## src/inc/sdpr_pkg.sv

```systemverilog
// Package: command encodings, bank geometry and timing constants
package sdpr_pkg;
   // Command field {chip select, row, column, write strobe}, active low
   localparam logic [3:0] CMD_ACTIVATE  = 4'h3;  // LLHH
   localparam logic [3:0] CMD_PRECHARGE = 4'h2;  // LLHL
   localparam logic [3:0] CMD_READ      = 4'h5;  // LHLH
   localparam logic [3:0] CMD_WRITE     = 4'h4;  // LHLL
   localparam logic [3:0] CMD_MODE_SET  = 4'h0;  // LLLL
   localparam logic [3:0] CMD_REFRESH   = 4'h1;  // LLLH
   localparam logic [3:0] CMD_NOP       = 4'h7;  // LHHH
   localparam int         NUM_BANKS     = 8;
   localparam int         BANK_BITS     = 3;
   localparam int         ROW_BITS      = 14;
   localparam int         CMD_BITS      = 4;
   // Timing: clock and row close time in ns
   localparam int         CLK_PERIOD_NS = 10;
   localparam int         ROW_CLOSE_NS  = 15;
   // Close complete after row close time plus one clock, rounded up
   localparam int         CLOSE_CYCLES  = (ROW_CLOSE_NS + CLK_PERIOD_NS - 1) / CLK_PERIOD_NS + 1;
   localparam int         CNT_BITS      = 4;
   localparam logic [ROW_BITS-1:0] REFRESH_ROW_RESET = 14'h0000;
   localparam logic [BANK_BITS-1:0] REFRESH_BANK_RESET = 3'h0;
   // Power-down kinds
   typedef enum logic [1:0] {SDPR_PD_NONE, SDPR_PD_PRECHARGE, SDPR_PD_ACTIVE_SLOW,
                             SDPR_PD_ACTIVE_FAST} sdpr_pd_type;
endpackage : sdpr_pkg

```

## src/rtl/sdpr_core.sv

```systemverilog
// Device command decode, bank state, refresh counter and power-down control

// Pin path: two synchroniser stages, then decode, then output flops
// Total latency from a sampled pin edge to an output: three clocks
// Ordinary commands count only with the gate high on two samples
// Commands during power-down are dropped without any flag
// Spacing between commands is the controller's duty, not checked here
// Autoclose timing ignores latencies, counts half a burst only
// Close period per bank restarts on every fresh precharge
// Refresh counter steps bank first, then row
// Loop and buffer flags are status only, no analog behaviour
// Low clock enable freezes every flop, synchronisers included

module sdpr_core #(
   parameter int NUM_BANKS = sdpr_pkg::NUM_BANKS,
   parameter int BURST_LEN = 4
) (
   input  wire logic                              mclk,
   input  wire logic                              reset,
   input  wire logic                              clk_en,
   input  wire logic                              chip_sel_n,
   input  wire logic                              row_strobe_n,
   input  wire logic                              col_strobe_n,
   input  wire logic                              write_strobe_n,
   input  wire logic                              clock_gate,
   input  wire logic                              autoclose_addr_bit,
   input  wire logic [sdpr_pkg::BANK_BITS-1:0]    bank_sel,
   input  wire logic                              fast_exit,
   output logic      [NUM_BANKS-1:0]              bank_open,
   output logic      [NUM_BANKS-1:0]              bank_closing,
   output logic                                   refresh_start,
   output logic      [sdpr_pkg::BANK_BITS-1:0]    refresh_bank,
   output logic      [sdpr_pkg::ROW_BITS-1:0]     refresh_row,
   output logic                                   power_down,
   output logic                                   active_power_down,
   output logic                                   buffers_on,
   output logic                                   dll_on,
   output logic                                   mode_set_seen
);
   // Two-flop synchronisers for the pin inputs
   // Only the second stage feeds logic, avoiding metastable reads
   // Reset clears both stages; gate history masks the zero command
   // Width: four strobes, gate, autoclose bit, bank select
   localparam int SW = 6 + sdpr_pkg::BANK_BITS;
   logic [SW-1:0] sync1;
   logic [SW-1:0] sync2;
   always_ff @(posedge mclk) begin
      if (reset) begin
         sync1 <= '0;
         sync2 <= '0;
      end else if (clk_en) begin
         sync1 <= {chip_sel_n, row_strobe_n, col_strobe_n, write_strobe_n, clock_gate,
                   autoclose_addr_bit, bank_sel};
         sync2 <= sync1;
      end
   end

   // Decoded inputs
   logic [3:0]                       cmd;
   logic                             gate_now;
   logic                             gate_prev;
   logic                             ac_bit;
   logic [sdpr_pkg::BANK_BITS-1:0]   bank_s;
   logic                             is_nop;
   logic                             cmd_valid;
   assign cmd      = sync2[SW-1:SW-4];
   assign gate_now = sync2[SW-5];
   assign ac_bit   = sync2[SW-6];
   assign bank_s   = sync2[sdpr_pkg::BANK_BITS-1:0];
   // Field slices of the second synchroniser stage
   // Top four bits: chip select, row, column, write strobe
   // Deselect or no-operation
   assign is_nop    = cmd[3] || (cmd == sdpr_pkg::CMD_NOP);
   // Ordinary commands need the gate high on both edges
   assign cmd_valid = gate_prev && gate_now && !power_down && !cmd[3];

   // Previous clock gate sample
   always_ff @(posedge mclk) begin
      if (reset) begin
         gate_prev <= 1'b0;
      end else if (clk_en) begin
         gate_prev <= gate_now;
      end
   end

   // Per-bank open state and close timer
   // One copy per bank; all-bank precharge hits every copy
   // Autoclose counter runs only while armed
   // Close counter loads on precharge or autoclose expiry
   genvar b;
   generate
      for (b = 0; b < NUM_BANKS; b++) begin : g_bank
         logic [sdpr_pkg::CNT_BITS-1:0] close_cnt;
         logic [sdpr_pkg::CNT_BITS-1:0] ac_cnt;
         logic                          ac_pend;
         logic                          hit;
         logic                          pre_hit;
         assign hit     = (bank_s == sdpr_pkg::BANK_BITS'(b));
         // All-bank when bit high, else chosen bank only
         assign pre_hit = cmd_valid && (cmd == sdpr_pkg::CMD_PRECHARGE)
                          && (ac_bit || hit);
         always_ff @(posedge mclk) begin
            if (reset) begin
               bank_open[b]    <= 1'b0;
               bank_closing[b] <= 1'b0;
               close_cnt       <= '0;
               ac_pend         <= 1'b0;
               ac_cnt          <= '0;
            end else if (clk_en) begin
               if (cmd_valid && cmd == sdpr_pkg::CMD_ACTIVATE && hit) begin
                  bank_open[b] <= 1'b1;
               end
               // Autoclose armed by read or write with bit high
               if (cmd_valid && (cmd == sdpr_pkg::CMD_READ || cmd == sdpr_pkg::CMD_WRITE)
                   && hit && ac_bit) begin
                  ac_pend <= 1'b1;
                  ac_cnt  <= sdpr_pkg::CNT_BITS'(BURST_LEN / 2);
               end else if (ac_pend && ac_cnt != '0) begin
                  ac_cnt <= ac_cnt - 1'b1;
               end
               // Close restarts from most recent precharge
               if (pre_hit || (ac_pend && ac_cnt == '0)) begin
                  bank_open[b]    <= 1'b0;
                  bank_closing[b] <= 1'b1;
                  close_cnt       <= sdpr_pkg::CNT_BITS'(sdpr_pkg::CLOSE_CYCLES - 1);
                  if (!pre_hit || ac_pend) begin
                     ac_pend <= 1'b0;
                  end
               end else if (bank_closing[b]) begin
                  if (close_cnt == '0) begin
                     bank_closing[b] <= 1'b0;
                  end else begin
                     close_cnt <= close_cnt - 1'b1;
                  end
               end
            end
         end
      end
   endgenerate

   // Refresh start and internal address counter
   // Pulse lasts one clock per accepted refresh command
   // Counter wraps silently after the last row of the last bank
   always_ff @(posedge mclk) begin
      if (reset) begin
         refresh_start <= 1'b0;
         refresh_bank  <= sdpr_pkg::REFRESH_BANK_RESET;
         refresh_row   <= sdpr_pkg::REFRESH_ROW_RESET;
      end else if (clk_en) begin
         refresh_start <= cmd_valid && (cmd == sdpr_pkg::CMD_REFRESH);
         if (cmd_valid && cmd == sdpr_pkg::CMD_REFRESH) begin
            // Address pins unused; counter supplies location
            {refresh_row, refresh_bank} <= {refresh_row, refresh_bank} + 1'b1;
         end
      end
   end

   // Power-down entry and exit
   // Entry: gate falls between samples with an idle command
   // Exit: gate rises between samples with an idle command
   // Kind fixed at entry from the bank state of that clock
   // Fast exit keeps the loop on only in active power-down
   always_ff @(posedge mclk) begin
      if (reset) begin
         power_down        <= 1'b0;
         active_power_down <= 1'b0;
         buffers_on        <= 1'b1;
         dll_on            <= 1'b1;
      end else if (clk_en) begin
         if (!power_down && gate_prev && !gate_now && is_nop) begin
            power_down        <= 1'b1;
            active_power_down <= |bank_open;
            buffers_on        <= 1'b0;
            dll_on            <= (|bank_open) && fast_exit;
         end else if (power_down && !gate_prev && gate_now && is_nop) begin
            power_down        <= 1'b0;
            active_power_down <= 1'b0;
            buffers_on        <= 1'b1;
            dll_on            <= 1'b1;
         end
      end
   end

   // Mode set command observed
   // Single-cycle pulse, no mode register contents kept
   always_ff @(posedge mclk) begin
      if (reset) begin
         mode_set_seen <= 1'b0;
      end else if (clk_en) begin
         mode_set_seen <= cmd_valid && (cmd == sdpr_pkg::CMD_MODE_SET);
      end
   end
endmodule : sdpr_core

```

## config.mk

```make
export PLATFORM = sky130hd
export DESIGN_NAME = sdpr_core
export DESIGN_NICKNAME = d
export VERILOG_FILES = /design/src/inc/sdpr_pkg.sv /design/src/rtl/sdpr_core.sv
export SDC_FILE = /design/constraint.sdc
export NUM_CORES = 1
export LEC_CHECK = 0
export ABC_AREA = 1
export BUFFER_PORTS_ARGS = -buffer_cell sky130_fd_sc_hd__buf_2
export CELL_PAD_IN_SITES_DETAIL_PLACEMENT = 1
export CELL_PAD_IN_SITES_GLOBAL_PLACEMENT = 1
export CORE_UTILIZATION = 40
export DETAILED_ROUTE_END_ITERATION = 10
export PLACE_DENSITY = 0.86
export SYNTH_ARGS = -nofsm -noshare
export SYNTH_HDL_FRONTEND = slang
export SYNTH_SLANG_ARGS = --single-unit
```

## constraint.sdc

```tcl
create_clock -name mclk -period 1.25 [get_ports mclk]
set_input_delay 0.1875 -clock mclk [delete_from_list [all_inputs] [get_ports mclk]]
set_output_delay 0.1875 -clock mclk [all_outputs]
set_load 0.02 [all_outputs]
```

Yosys cells after proc, flatten, opt, wreduce, memory -nomap -nowiden
Index checks and enable logic that the tools add are counted.

operators by class
  reduce and logical (&&, ||, !) cells = 179
  multiplexer cells = 110
  $add $sub $neg = 17
  equal/unequal tests = 21

operator list
  operator                                                            count
  4-bit 2-to-1 mux                                                    40
  1-bit 2-to-1 mux                                                    70
  4-bit zero test                                                     17
  4-bit by 1-bit subtractor with 4-bit output, second input constant  16
  1-bit logical AND                                                   63
  2-bit nonzero test                                                  25
  2-bit AND reduction                                                 18
  4-bit nonzero test                                                  8
  1-bit logical OR                                                    26
  3-bit AND reduction                                                 8
  17-bit by 1-bit adder with 17-bit output, second input constant     1
  2-bit != test, second input constant                                8
  3-bit == test, second input constant                                4
  4-bit by 3-bit == test with 1-bit output, second input constant     3
  1-bit zero test                                                     12
  4-bit by 2-bit == test with 1-bit output, second input constant     2
  8-bit OR reduction                                                  1
  3-bit by 2-bit == test with 1-bit output, second input constant     2
  4-bit by 1-bit == test with 1-bit output, second input constant     1
  3-bit by 1-bit == test with 1-bit output, second input constant     1
  3-bit zero test                                                     1

storage, ports and cells
  logic and storage cells = 378
  input port bits = 13
  output and inout port bits = 39
  register bits = 130

Logic depth before layout (Yosys ltp)
Gate-level depths: netlist (run 1).

  word-level depth = 9
  gate-level depth with buffers = 11
  mapped depth without buffers = 10

Least setup slack after synthesis (run 1)
OpenSTA, ideal clock, no wires.

  kind = register to register
  from = register power_down
  to = register g_bank[0].ac_cnt[0] (netlist bit)
  setup slack = -0.217 ns
  library setup time = 0.114 ns
  clock period less this slack = 1.467 ns
  arrival = 1.354 ns
  cell stages (with the launch flop) = 9
  cells stage by stage = dfxtp_1 inv_1 nand2_1 nor2_4 nand2_4 nor2_4 nand3_1 a21oi_1 nor2_1

between the ends
  cells in the longest elaborated chain, start to end = 8

ends and longest elaborated chain
  element                            RTL line          text
  start, declared                    sdpr_core.sv:34   output logic power_down,
  start signal, assigned             sdpr_core.sv:165  power_down <= 1'b0;
  start signal, assigned             sdpr_core.sv:171  power_down <= 1'b1;
  start signal, assigned             sdpr_core.sv:176  power_down <= 1'b0;
  1-bit zero test *                  sdpr_core.sv:75   assign cmd_valid = gate_prev && gate_now && !power_down && !cmd[3];
  1-bit logical AND * (2 in series)  sdpr_core.sv:75
  1-bit logical AND *                sdpr_core.sv:114  if (cmd_valid && (cmd == sdpr_pkg::CMD_READ || cmd == sdpr_pkg::CMD_WRITE)
  1-bit logical AND * (2 in series)  sdpr_core.sv:115  && hit && ac_bit) begin
  2-bit nonzero test (no line)       --
  2-bit AND reduction (no line)      --
  end signal, assigned               sdpr_core.sv:117  ac_cnt <= sdpr_pkg::CNT_BITS'(BURST_LEN / 2);
  end signal, assigned               sdpr_core.sv:119  ac_cnt <= ac_cnt - 1'b1;
  end, declared                      sdpr_core.sv:94   logic [sdpr_pkg::CNT_BITS-1:0] ac_cnt;

Mark *: on every way between the ends. The rest lies on a longest branch, timed or not.
A chain may end at the register's enable or synchronous reset.

Final worst setup path (run 1)
  from = register sync2[2]
  to = register g_bank[3].close_cnt[3] (netlist bit)

between the ends
  cells in the longest elaborated chain, start to end = 6

ends and longest elaborated chain
  element                                                        RTL line          text
  start, declared                                                sdpr_core.sv:46   logic [SW-1:0] sync2;
  start signal, assigned                                         sdpr_core.sv:54   sync2 <= sync1;
  3-bit by 2-bit == test with 1-bit output *                     sdpr_core.sv:98   assign hit = (bank_s == sdpr_pkg::BANK_BITS'(b));
  1-bit logical OR *                                             sdpr_core.sv:101  && (ac_bit || hit);
  1-bit logical AND *                                            sdpr_core.sv:101
  1-bit logical OR *                                             sdpr_core.sv:122  if (pre_hit || (ac_pend && ac_cnt == '0)) begin
  2-bit != test (no line) or 2-bit nonzero test (tied branches)  --
  3-bit AND reduction (no line)                                  --
  end signal, assigned                                           sdpr_core.sv:125  close_cnt <= sdpr_pkg::CNT_BITS'(sdpr_pkg::CLOSE_CYCLES - 1);
  end signal, assigned                                           sdpr_core.sv:133  close_cnt <= close_cnt - 1'b1;
  end, declared                                                  sdpr_core.sv:93   logic [sdpr_pkg::CNT_BITS-1:0] close_cnt;

Marked as above.

==> metrics.md, run 1 <==
| Metric | Value |
|---|---|
| Largest family of logic cells by synthesized area | `simple AND/OR/NAND/NOR gates` |
| First-pass GRT wire length | `51900 um` |
| CTS sink cnt | `130` |
| XOR/XNOR Fraction of Synth Area | `5.14%` |
| Avg Cell Area, Syn | `7.07 um2` |
| Post-DR vias/cell | `6.42` |
| Crit-path max FO | `5` |
| Max Fclk | `487 MHz` |
| WP data arrival | `2420 ps` |
| CTS H-tree depth | `4` |
| Mapped Nets | `1026` |
| Worst Hold Class | `input port to flop` |
| Status | `finished with violations` |
| Max incr delay on CP | `370 ps` |
| Global route hottest layer | `met2` |
| Die H | `134 um` |
| CTS tree | `yes` |
| Crit-path leading delay family | `simple AND/OR/NAND/NOR gates` |
| Post-Syn Area | `0.00698 mm2` |
| Final setup fails | `126` |
| Ports | `52` |
| Layout area overhead | `60.2%` |
| Wirelength per Cell | `29.9 um` |
| Distinct cells, synth | `35` |
| Die Area | `0.0180 mm2` |
| Final period util | `164%` |
| Setup_tns | `-46410 ps` |
| Met2 Use GR | `65.9%` |
| Reg clk slew, reported paths | `70 ps` |
| Most common cell after layout, fill and taps aside | `nand2_1` |
| FF+latch count, synth | `130` |
| Total Power | `11.4 mW` |
| Post-Syn Instances | `988` |
| Max-cap violations | `0` |
| Synth warnings | `0` |
| Relative slew margins | `50.2%` |
| Slew @ Worst Pin | `740 ps` |
| Cell chosen for the clock root | `clkbuf_16` |
| P per Cell Area | `1020 mW/mm2` |
| CP bufs+invs | `1` |
| Die width | `134 um` |
| Worst skew pair latency | `470 ps` |
| Synth Area in Simple Gates | `33.6%` |
| Via count | `9194` |
| GP Congestion | `0.794` |
| Fin. max-slew vios | `0` |
| CP cell instances | `inv_1 > nand3_1 > nand2_1 > nand3_4 > nand2_4 > nand2_4 > nand2_4 > nand2_1 > a21oi_1` |
| Core Rows | `47` |
| Core area | `0.0168 mm2` |
| Placed cell count | `1349` |
| Met3 Use GR | `8.35%` |
| Clock Skew | `21.1 ps` |
| Min Hold Slack | `-10.7 ps` |
| Drt pass-1 iters | `6` |
| Worst Setup End Kind | `flop` |
| Vias in the first global route | `9242` |
| GR Layer Usage met1 | `40.4%` |
| Leakage | `4.72 nW` |
| Share of cells above drive strength 1 | `48.3%` |
| Post-route insts no fill | `1431` |
| Total GRT Usage | `38.1%` |
| CP max-delay cell | `dfxtp_1` |
| Sequential area share after synthesis | `37.3%` |
| Final WS setup | `-802 ps` |
| Maximum buffer depth of the clock tree | `2` |
| DRT antenna net count | `0` |
| Final min period | `2050 ps` |
| Critical Path Most Common Cell | `nand2_4` |
| Complex-gate fraction of the synthesized area | `11.7%` |
| Layout Nets | `1235` |
| Critical Path RT | `1620 ps` |
| Commonest cells after routing, fill and taps aside | `nand2_1 (123), buf_4 (117), nor2_1 (94), dfxtp_1 (92), inv_1 (90)` |
| HPWL Detailed | `16000 um` |
| WL final | `42800 um` |
| Setup repair after global routing missed its margin | `true` |
| Final Hold Vio Count | `1` |
| Critical path class | `flop to flop` |
| Total CTS buffers | `17` |
| Place WS | `-331 ps` |
| Largest net degree at the start of global routing | `50` |
| Startpoint class of the critical path | `flop` |
| Initial antenna violation count | `1` |
| Mux cell area share after synthesis | `0%` |
| DRC Markers | `0` |
| Grt ovf | `0` |
| IO Port Bufs | `51` |
| Failing checks | `hold timing, setup timing` |
| Starting Density | `41.5%` |
| Peak VDD IR | `0.00122 V` |
| DRT iter0 DRCs | `921` |
| Synth Area in Adders | `4.48%` |
-- routing by layer --
metal | up-vias | wire [um]
li1 | 3639 | -
met1 | 4410 | 14400
met5 | - | 0
met2 | 756 | 20100
met4 | 0 | 4180
met3 | 389 | 4080
-- layout make-up --
type	instances	area, um2
Tap cell	220	275
Clock buffer	22	505
Multi-Input combinational cell	724	5310
Inverter	107	442
Antenna cell	1	2.50
Sequential cell	130	2670
Clock inverter	10	121
Timing Repair Buffer	217	1850
Fill cell	1918	5640
-- cells in the mapped netlist (all sizes together) --
master  number  area [um2]
nand2      236        1010
nor2       139         572
dfxtp      130        2600
a21oi      108         552
inv        103         389
nand3       82         495
o21ai       38         190
ha          25         313
nand4       25         156
xor2        23         201
clkbuf      18        77.6
xnor2       18         158
nor3        12        65.1
buf          9        63.8
a31oi        6        37.5
clkinv       4        16.3
o31ai        4        30.0
or2          4        25.0
nor3b        3        22.5
o211ai       1        7.51
-- tightest hold or removal path: cells and delay by family --
kind	cells	cell delay, ps
simple gates	2	140
buf+inv	1	90
-- kinds of logic after synthesis --
family,after synthesis
DFF,130
xor gates and xnor gates,41
adders and majority gates,25
AOI/OAI and AO/OA,157
buffers and inverters,134
and+or+nand+nor,501
-- path summary, 6_finish.rpt --
| path | slack (ps) | startpoint | end | cells after the start |
|---|---|---|---|---|
| worst max register to register | -800 | sync2[2]$_SDFFE_PP0P_ | g_bank[3].close_cnt[3]$_SDFFE_PP0P_ | 9 |
| worst max-delay path | -800 | sync2[2]$_SDFFE_PP0P_ | g_bank[3].close_cnt[3]$_SDFFE_PP0P_ | 9 |
| worst min-delay path | -10 | fast_exit | dll_on$_SDFFE_PP1P_ | 3 |
| worst min register to register | 490 | refresh_row[13]$_SDFFE_PP0P_ | refresh_row[13]$_SDFFE_PP0P_ | 2 |
-- report_power, final --
group / total [mW] / switching [mW] / internal (mW)
combinational: 1.45 / 0.942 / 0.508
clock: 5.59 / 2.31 / 3.28
sequential: 4.38 / 0.149 / 4.23
-- flip-flops by register name, indices dropped and copies added (netlist names) --
name	flops
refresh_row	14
g_bank.ac_pend	8
gate_prev	1
sync2	9
g_bank.close_cnt	32
g_bank.ac_cnt	32
refresh_start	1
sync1	9
buffers_on	1
bank_closing	8
mode_set_seen	1
power_down	1
active_power_down	1
dll_on	1
bank_open	8
refresh_bank	3
-- metrics by stage --
stage                     instance area [um2]  util (%)
after floorplan                          7080         -
final                                   11200      66.5
after global placement                   8450      50.2
after CTS                               10300      61.0
after global routing                    11200      66.5
after detailed placement                 8450      50.2
-- what timing repair did --
| item | 4_1_cts | 5_1_grt |
|---|---|---|
| hold buffers | 7 | 0 |
| endpoints found under the setup margin | 125 | 128 |
| gates resized for setup | 252 | 192 |
| pin swaps | 65 | 67 |
| setup buffers | 20 | 25 |
| hold endpoints to repair | 7 | 0 |
Power figures use the tool's default switching activity.
==> run 2: changes to the inputs <==
==> constraint.sdc (replaced) <==
create_clock -name mclk -period 1.25 [get_ports mclk]
set_input_delay 0.1875 -clock mclk [delete_from_list [all_inputs] [get_ports mclk]]
set_output_delay 0.1875 -clock mclk [all_outputs]
set_load 0.005 [all_outputs]
==> run 2 against run 1 <==
The flow finishes with violations (setup timing). Maximum frequency is 4.1% higher. Critical path depth is 2 higher. Total power is 2.7% higher. Non-clock buffer count is 14 higher. Via count is 1.1% higher. Clock power is 4.7% higher. Critical path type unchanged.
==> metrics.md, run 2 (synthesized netlist as in run 1, its figures left out) <==
| Metric | Value |
|---|---|
| Cell chosen for the clock root | `clkbuf_16` |
| Wirelength per Cell | `30.2 um (+0.92%)` |
| Setup repair after global routing missed its margin | `true` |
| CTS sink cnt | `130 (unchanged)` |
| Post-DR vias/cell | `6.44 (+0.16%)` |
| Slew @ Worst Pin | `513 ps (-226 ps)` |
| IO Port Bufs | `51 (unchanged)` |
| WP data arrival | `2370 ps (-50 ps)` |
| Registers with the most flip-flops | `g_bank.ac_cnt x32, g_bank.close_cnt x32, refresh_row x14` |
| Core Rows | `47 (unchanged)` |
| Final setup fails | `125 (-0.79%)` |
| Initial antenna violation count | `4 (+3)` |
| Via count | `9299 (+1.1%)` |
| Comb power frac | `12.9% (+0.2 points)` |
| Total GRT Usage | `37.7% (-0.37 points)` |
| Max-cap violations | `0 (unchanged)` |
| GR Layer Usage met1 | `39.1% (-1.2 points)` |
| Final min period | `1970 ps (-80.2 ps)` |
| Status | `finished with violations` |
| Critical path class | `flop to flop` |
| Commonest cells after routing, fill and taps aside | `nand2_1 (120), buf_4 (112), dfxtp_1 (102), nor2_1 (95), inv_1 (88)` |
| Startpoint class of the critical path | `flop` |
| CTS H-tree depth | `4 (unchanged)` |
| Fin. max-slew vios | `0 (unchanged)` |
| Core area | `0.0168 mm2 (unchanged)` |
| Fillers | `1916 (-0.10%)` |
| Seq pwr share | `37.2% (-1.2 points)` |
| Core Util, Final | `67.6% (+1.1 points)` |
| Total CTS buffers | `17 (unchanged)` |
| Final period util | `158% (-6.4 points)` |
| Share of cells above drive strength 1 | `49.1% (+0.84 points)` |
| Leakage | `4.80 nW (+1.5%)` |
| Maximum buffer depth of the clock tree | `2 (unchanged)` |
| Reg clk slew, reported paths | `70 ps (about the same)` |
| Starting Density | `41.5% (unchanged)` |
| Clock power share | `49.9% (+1.0 points)` |
| Relative slew margins | `65.8% (+16 points)` |
| Critical Path RT | `1650 ps (+30 ps)` |
| Max Fclk | `507 MHz (+4.1%)` |
| Crit-path max FO | `6 (+1)` |
| DRT iter0 DRCs | `943 (+2.4%)` |
| HPWL Detailed | `16000 um (-0.42%)` |
| Layout Nets | `1249 (+1.1%)` |
| Worst Hold Class | `input port to flop` |
| Sw Pwr | `3.32 mW (-2.4%)` |
| Vias in the first global route | `9255 (+0.14%)` |
| Met2 Use GR | `67.2% (+1.4 points)` |
| Layout area overhead | `62.8%` |
| Total Power | `11.7 mW (+2.7%)` |
| DRT antenna net count | `0 (unchanged)` |
| Failing checks | `setup timing` |
| Most common cell after layout, fill and taps aside | `nand2_1` |
| Ports | `52 (unchanged)` |
| Drt pass-1 iters | `5 (-1)` |
| WL final | `43600 um (+1.9%)` |
| Die H | `134 um (unchanged)` |
| Internal | `8.40 mW (+4.8%)` |
| Final Hold Vio Count | `0 (-1)` |
| Met3 Use GR | `8.43% (+0.076 points)` |
| GP Congestion | `0.834 (+5.0%)` |
| Die Area | `0.0180 mm2 (unchanged)` |
| Place WS | `-362 ps (-30.6 ps)` |
| Clock Skew | `10.7 ps (-10.4 ps)` |
| Grt ovf | `0 (unchanged)` |
| Peak VDD IR | `0.00104 V (-14%)` |
| Global route hottest layer | `met2` |
| Worst skew pair latency | `460 ps (about the same)` |
| CTS tree | `yes` |
| DRC Markers | `0 (unchanged)` |
| Min Hold Slack | `73.3 ps (+84.0 ps)` |
| First-pass GRT wire length | `51500 um (-0.85%)` |
| P per Cell Area | `1030 mW/mm2 (+1.0%)` |
| Sw Ratio | `28.3% (-1.5 points)` |
| Die width | `134 um (unchanged)` |
| Final WS setup | `-722 ps (+80.2 ps)` |
| Largest net degree at the start of global routing | `38 (-24%)` |
| Worst Setup End Kind | `flop` |
-- run 2: final timing paths --
kind / cells past startpoint / slack [ps] / startpoint / to
setup / recovery: 11 / -720 / gate_prev$_SDFFE_PP0P_ / refresh_row[7]$_SDFFE_PP0P_
hold / removal: 3 / 70 / chip_sel_n / sync1[8]$_SDFFE_PP0P_
setup reg to reg: 11 / -720 / gate_prev$_SDFFE_PP0P_ / refresh_row[7]$_SDFFE_PP0P_
hold reg to reg: 2 / 500 / buffers_on$_SDFFE_PP1P_ / buffers_on$_SDFFE_PP1P_
-- run 2: stage by stage --
stage	setup TNS, ps	instance area (um2)	cells
after CTS	-19520	10200	1418
after detailed placement	-25260	8440	1351
final	-51290	11400	1445
after global routing	-54740	11400	1444
after floorplan	-2810	7080	988
after global placement	-18930	8440	1351
-- run 2: critical path: stages, from the launching register on --
cell,delay (ps)
dfxtp_4,380
inv_4,50
nor2_4,180
nand2_4,90
nor2_4,180
buf_6,170
nand2_8,90
nor2_4,220
nand2_2,130
nand2_1,210
nand2_1,100
nor2_1,100
-- run 2: timing repair --
action	CTS	global route
hold endpoints to repair	8	0
pin swaps	67	95
setup endpoints to repair	116	128
resized for setup	220	235
hold buffers	8	0
buffers inserted	28	29
gates cloned	0	0
-- run 2: per-layer routing --
layer / share of wire, % / vias up
li1: - / 3655
met1: 33 / 4485
met2: 48 / 785
met3: 8.9 / 372
met4: 10 / 2
met5: 0.030 / -
-- run 2: final cells by class --
cell class / instances / area [um2] / area share, %
Timing Repair Buffer: 231 / 2010 / 17.7
Tap cell: 220 / 275 / 2.42
Inverter: 107 / 433 / 3.81
Sequential cell: 130 / 2660 / 23.4
Antenna cell: 1 / 2.50 / 0.0220
Clock inverter: 11 / 183 / 1.61
Multi-Input combinational cell: 724 / 5340 / 47.0
Clock buffer: 21 / 460 / 4.05
-- run 2: power by group through the flow --
| stage | clock, mW | sequential (mW) | combinational (mW) |
|---|---|---|---|
| floorplan | 0 | 4.40 | 0.548 |
| global placement | 0 | 4.42 | 0.840 |
| detailed placement | 0 | 4.42 | 0.879 |
| CTS | 5.65 | 4.34 | 1.10 |
| global route | 5.98 | 4.37 | 1.56 |
| finish | 5.85 | 4.36 | 1.51 |
==> run 3: changes to the inputs <==
--- a/config.mk
+++ b/config.mk
@@ -11,7 +11,7 @@
 export CELL_PAD_IN_SITES_GLOBAL_PLACEMENT = 1
 export CORE_UTILIZATION = 40
 export DETAILED_ROUTE_END_ITERATION = 10
-export PLACE_DENSITY = 0.86
+export PLACE_DENSITY = 0.84
 export SYNTH_ARGS = -nofsm -noshare
 export SYNTH_HDL_FRONTEND = slang
 export SYNTH_SLANG_ARGS = --single-unit
==> run 3 against run 2 <==
The flow still finishes with violations (setup timing). Clock skew grew 6.0 ps. Total power grew 0.61%. Sequential cell count is the same. Count of clock-buffer cells in the layout shrank 2. Die area is the same. Setup slack gained 160 ps. Register-to-register slack gained 160 ps. Final cell count shrank 1.7%. Core utilization shrank 4.6 points. Critical path type unchanged. Largest cell class unchanged.
==> metrics.md, run 3 (synthesized netlist as in run 1, its figures left out) <==
| Metric | Value |
|---|---|
| Max-cap violations | `0 (unchanged)` |
| CTS sink cnt | `130 (unchanged)` |
| Initial antenna violation count | `0 (-4)` |
| Sw Pwr | `3.23 mW (-2.8%)` |
| Leakage | `4.57 nW (-4.6%)` |
| Startpoint class of the critical path | `flop` |
| Via count | `8425 (-9.4%)` |
| Most common cell after layout, fill and taps aside | `nand2_1` |
| Internal | `8.57 mW (+2.0%)` |
| Final setup fails | `119 (-4.8%)` |
| Total Power | `11.8 mW (+0.61%)` |
| Total GRT Usage | `31.0% (-6.7 points)` |
| Registers with the most flip-flops | `g_bank.ac_cnt x32, g_bank.close_cnt x32, refresh_row x14` |
| Clock Skew | `16.7 ps (+5.96 ps)` |
| Worst Setup End Kind | `flop` |
| Final min period | `1810 ps (-164 ps)` |
| Final WS setup | `-558 ps (+164 ps)` |
| Area of the multi-input gates | `0.00492 mm2 (-7.8%)` |
| Fin. max-slew vios | `0 (unchanged)` |
| CTS H-tree depth | `4 (unchanged)` |
| Comb power frac | `10.9% (-2.0 points)` |
| Slew @ Worst Pin | `412 ps (-101 ps)` |
| Sw Ratio | `27.4% (-0.96 points)` |
| Antenna diodes | `0 (-1)` |
| Core area | `0.0168 mm2 (unchanged)` |
| Drt pass-1 iters | `5 (unchanged)` |
| Grt ovf | `0 (unchanged)` |
| Cell chosen for the clock root | `clkbuf_16` |
| Reg clk slew, reported paths | `70 ps (about the same)` |
| Max Fclk | `553 MHz (+9.1%)` |
| Failing checks | `setup timing` |
| R2R cell count | `12 (+1)` |
| Layout Nets | `1226 (-1.8%)` |
| Peak VDD IR | `0.00120 V (+16%)` |
| Place WS | `-345 ps (+16.9 ps)` |
| Capturing point of the worst reg2reg path | `g_bank[3].ac_cnt[0]$_SDFFE_PP0P_` |
| Starting Density | `41.5% (unchanged)` |
| WP data arrival | `2200 ps (-170 ps)` |
| GP Congestion | `0.849 (+1.8%)` |
| CTS tree | `yes` |
| Die H | `134 um (unchanged)` |
| Post-DR vias/cell | `5.93 (-7.9%)` |
| Final Hold Vio Count | `0 (unchanged)` |
| Finished Cell Area | `0.0106 mm2 (-6.8%)` |
| Commonest cells after routing, fill and taps aside | `nand2_1 (138), buf_4 (119), nor2_1 (111), dfxtp_1 (105), inv_1 (87)` |
| Endpoint, Worst Hold | `sync1[8]$_SDFFE_PP0P_` |
| Min Hold Slack | `59.3 ps (-14.1 ps)` |
| Maximum buffer depth of the clock tree | `2 (unchanged)` |
| Crit-path max FO | `5 (-1)` |
| Worst skew pair latency | `470 ps (about the same)` |
| Status | `finished with violations` |
| DRT iter0 DRCs | `599 (-36%)` |
| Storage cell area | `0.00265 mm2 (-0.42%)` |
| Clock power share | `52.1% (+2.2 points)` |
| WL final | `34800 um (-20%)` |
| Seq pwr share | `37.0% (-0.2 points)` |
| IO Port Bufs | `51 (unchanged)` |
| Final period util | `145% (-13 points)` |
| Relative slew margins | `72.4% (+6.7 points)` |
| Core Rows | `47 (unchanged)` |
| Largest net degree at the start of global routing | `50 (+32%)` |
| Fillers | `1997 (+4.2%)` |
| Wirelength per Cell | `24.5 um (-19%)` |
| Critical path class | `flop to flop` |
| Critical Path RT | `1640 ps (about the same)` |
| Reg-to-reg startpoint | `gate_prev$_SDFFE_PP0P_` |
| P per Cell Area | `1110 mW/mm2 (+8.0%)` |
| Setup repair after global routing missed its margin | `true` |
| Ports | `52 (unchanged)` |
| Vias in the first global route | `8311 (-10%)` |
| Worst Hold Class | `input port to flop` |
| Hold Path Stages | `3 (unchanged)` |
| Total CTS buffers | `17 (unchanged)` |
| DRC Markers | `0 (unchanged)` |
| Placed cell areas | `0.00845 mm2 (+0.15%)` |
| Hold Startpoint | `chip_sel_n` |
| Layout area overhead | `51.7%` |
| HPWL Detailed | `15300 um (-3.9%)` |
| Flop2flop setup slack | `-560 ps (+160 ps)` |
| First-pass GRT wire length | `42900 um (-17%)` |
| Die Area | `0.0180 mm2 (unchanged)` |
| Die width | `134 um (unchanged)` |
| Share of cells above drive strength 1 | `43.6% (-5.5 points)` |
| DRT antenna net count | `0 (unchanged)` |
==> run 3: changes by cell type in the layout (fill, tap and decap cells not counted), moves of 5 or more <==
cell and delta:
a21oi_4 -5, buf_2 +5, buf_4 +7, buf_6 -29, inv_2 +6, nand2_1 +18, nand2_4 -14, nand3_1 +9
nand3_4 -5, nor2_1 +16, nor2_2 -14
==> run 3: layout make-up <==
type / instances / share of cell area, %
clock buffers: 19 / 4.28
inverters: 107 / 3.92
multi-input cells: 724 / 46.5
flip-flops and latches: 130 / 25.0
repair buffers: 208 / 15.6
well taps: 220 / 2.60
clock inverters: 13 / 2.17
==> run 3: worst max-delay path: stages (launching register included) <==
cell and delay (ps):
dfxtp_2 370, inv_2 70, nor2_4 160, nand2_4 80, nor2_4 180, buf_12 160
buf_6 130, nand3_4 90, nand2_4 120, nand2_4 90, nand2_2 70, nand2_1 70
nor2_1 150
==> run 3: power groups by stage <==
| stage | Combinational (mW) | Sequential [mW] | Clock [mW] |
|---|---|---|---|
| final | 1.29 | 4.37 | 6.14 |
| after global routing | 1.36 | 4.37 | 6.27 |
| after CTS | 1.01 | 4.34 | 5.95 |
| after detailed placement | 0.876 | 4.43 | 0 |
| after global placement | 0.841 | 4.42 | 0 |
| after floorplan | 0.548 | 4.40 | 0 |
==> run 3: worst max-delay path by stage <==
stage / start / endpoint / slack [ps] / depth (start not counted)
after global routing: gate_prev$_SDFFE_PP0P_ / refresh_row[6]$_SDFFE_PP0P_ / -610 / 11
after detailed placement: sync2[4]$_SDFFE_PP0P_ / refresh_row[7]$_SDFFE_PP0P_ / -340 / 10
after global placement: sync2[7]$_SDFFE_PP0P_ / g_bank[6].ac_cnt[3]$_SDFFE_PP0P_ / -290 / 10
after CTS: gate_prev$_SDFFE_PP0P_ / g_bank[1].ac_cnt[0]$_SDFFE_PP0P_ / -260 / 10
final: gate_prev$_SDFFE_PP0P_ / g_bank[3].ac_cnt[0]$_SDFFE_PP0P_ / -560 / 12
after floorplan: sync2[8]$_SDFFE_PP0P_ / g_bank[0].ac_cnt[0]$_SDFFE_PP0P_ / -110 / 8
==> run 3: per-layer routing <==
layer / wire length (um) / GRT usage, %
met5: 0 / 0
met4: 2570 / 18.4
met3: 1910 / 5.86
met2: 17900 / 56.8
met1: 12400 / 32.8
==> run 3: timing repair <==
item                       4_1_cts  5_1_grt
gates cloned                     0        0
setup buffers                   15       15
setup endpoints to repair      115      119
resized for setup              123      186
pin swaps                       26       59
hold endpoints to repair         9        0
hold buffers                     9        0
==> run 3: through the flow <==
stage	instances	setup TNS, ps	utilization [%]
6_report	1421	-38890	63.0
5_1_grt	1421	-45050	63.0
3_3_place_gp	1351	-17680	50.3
4_1_cts	1407	-16960	58.3
2_1_floorplan	988	-2810	-
3_5_place_dp	1351	-24380	50.3
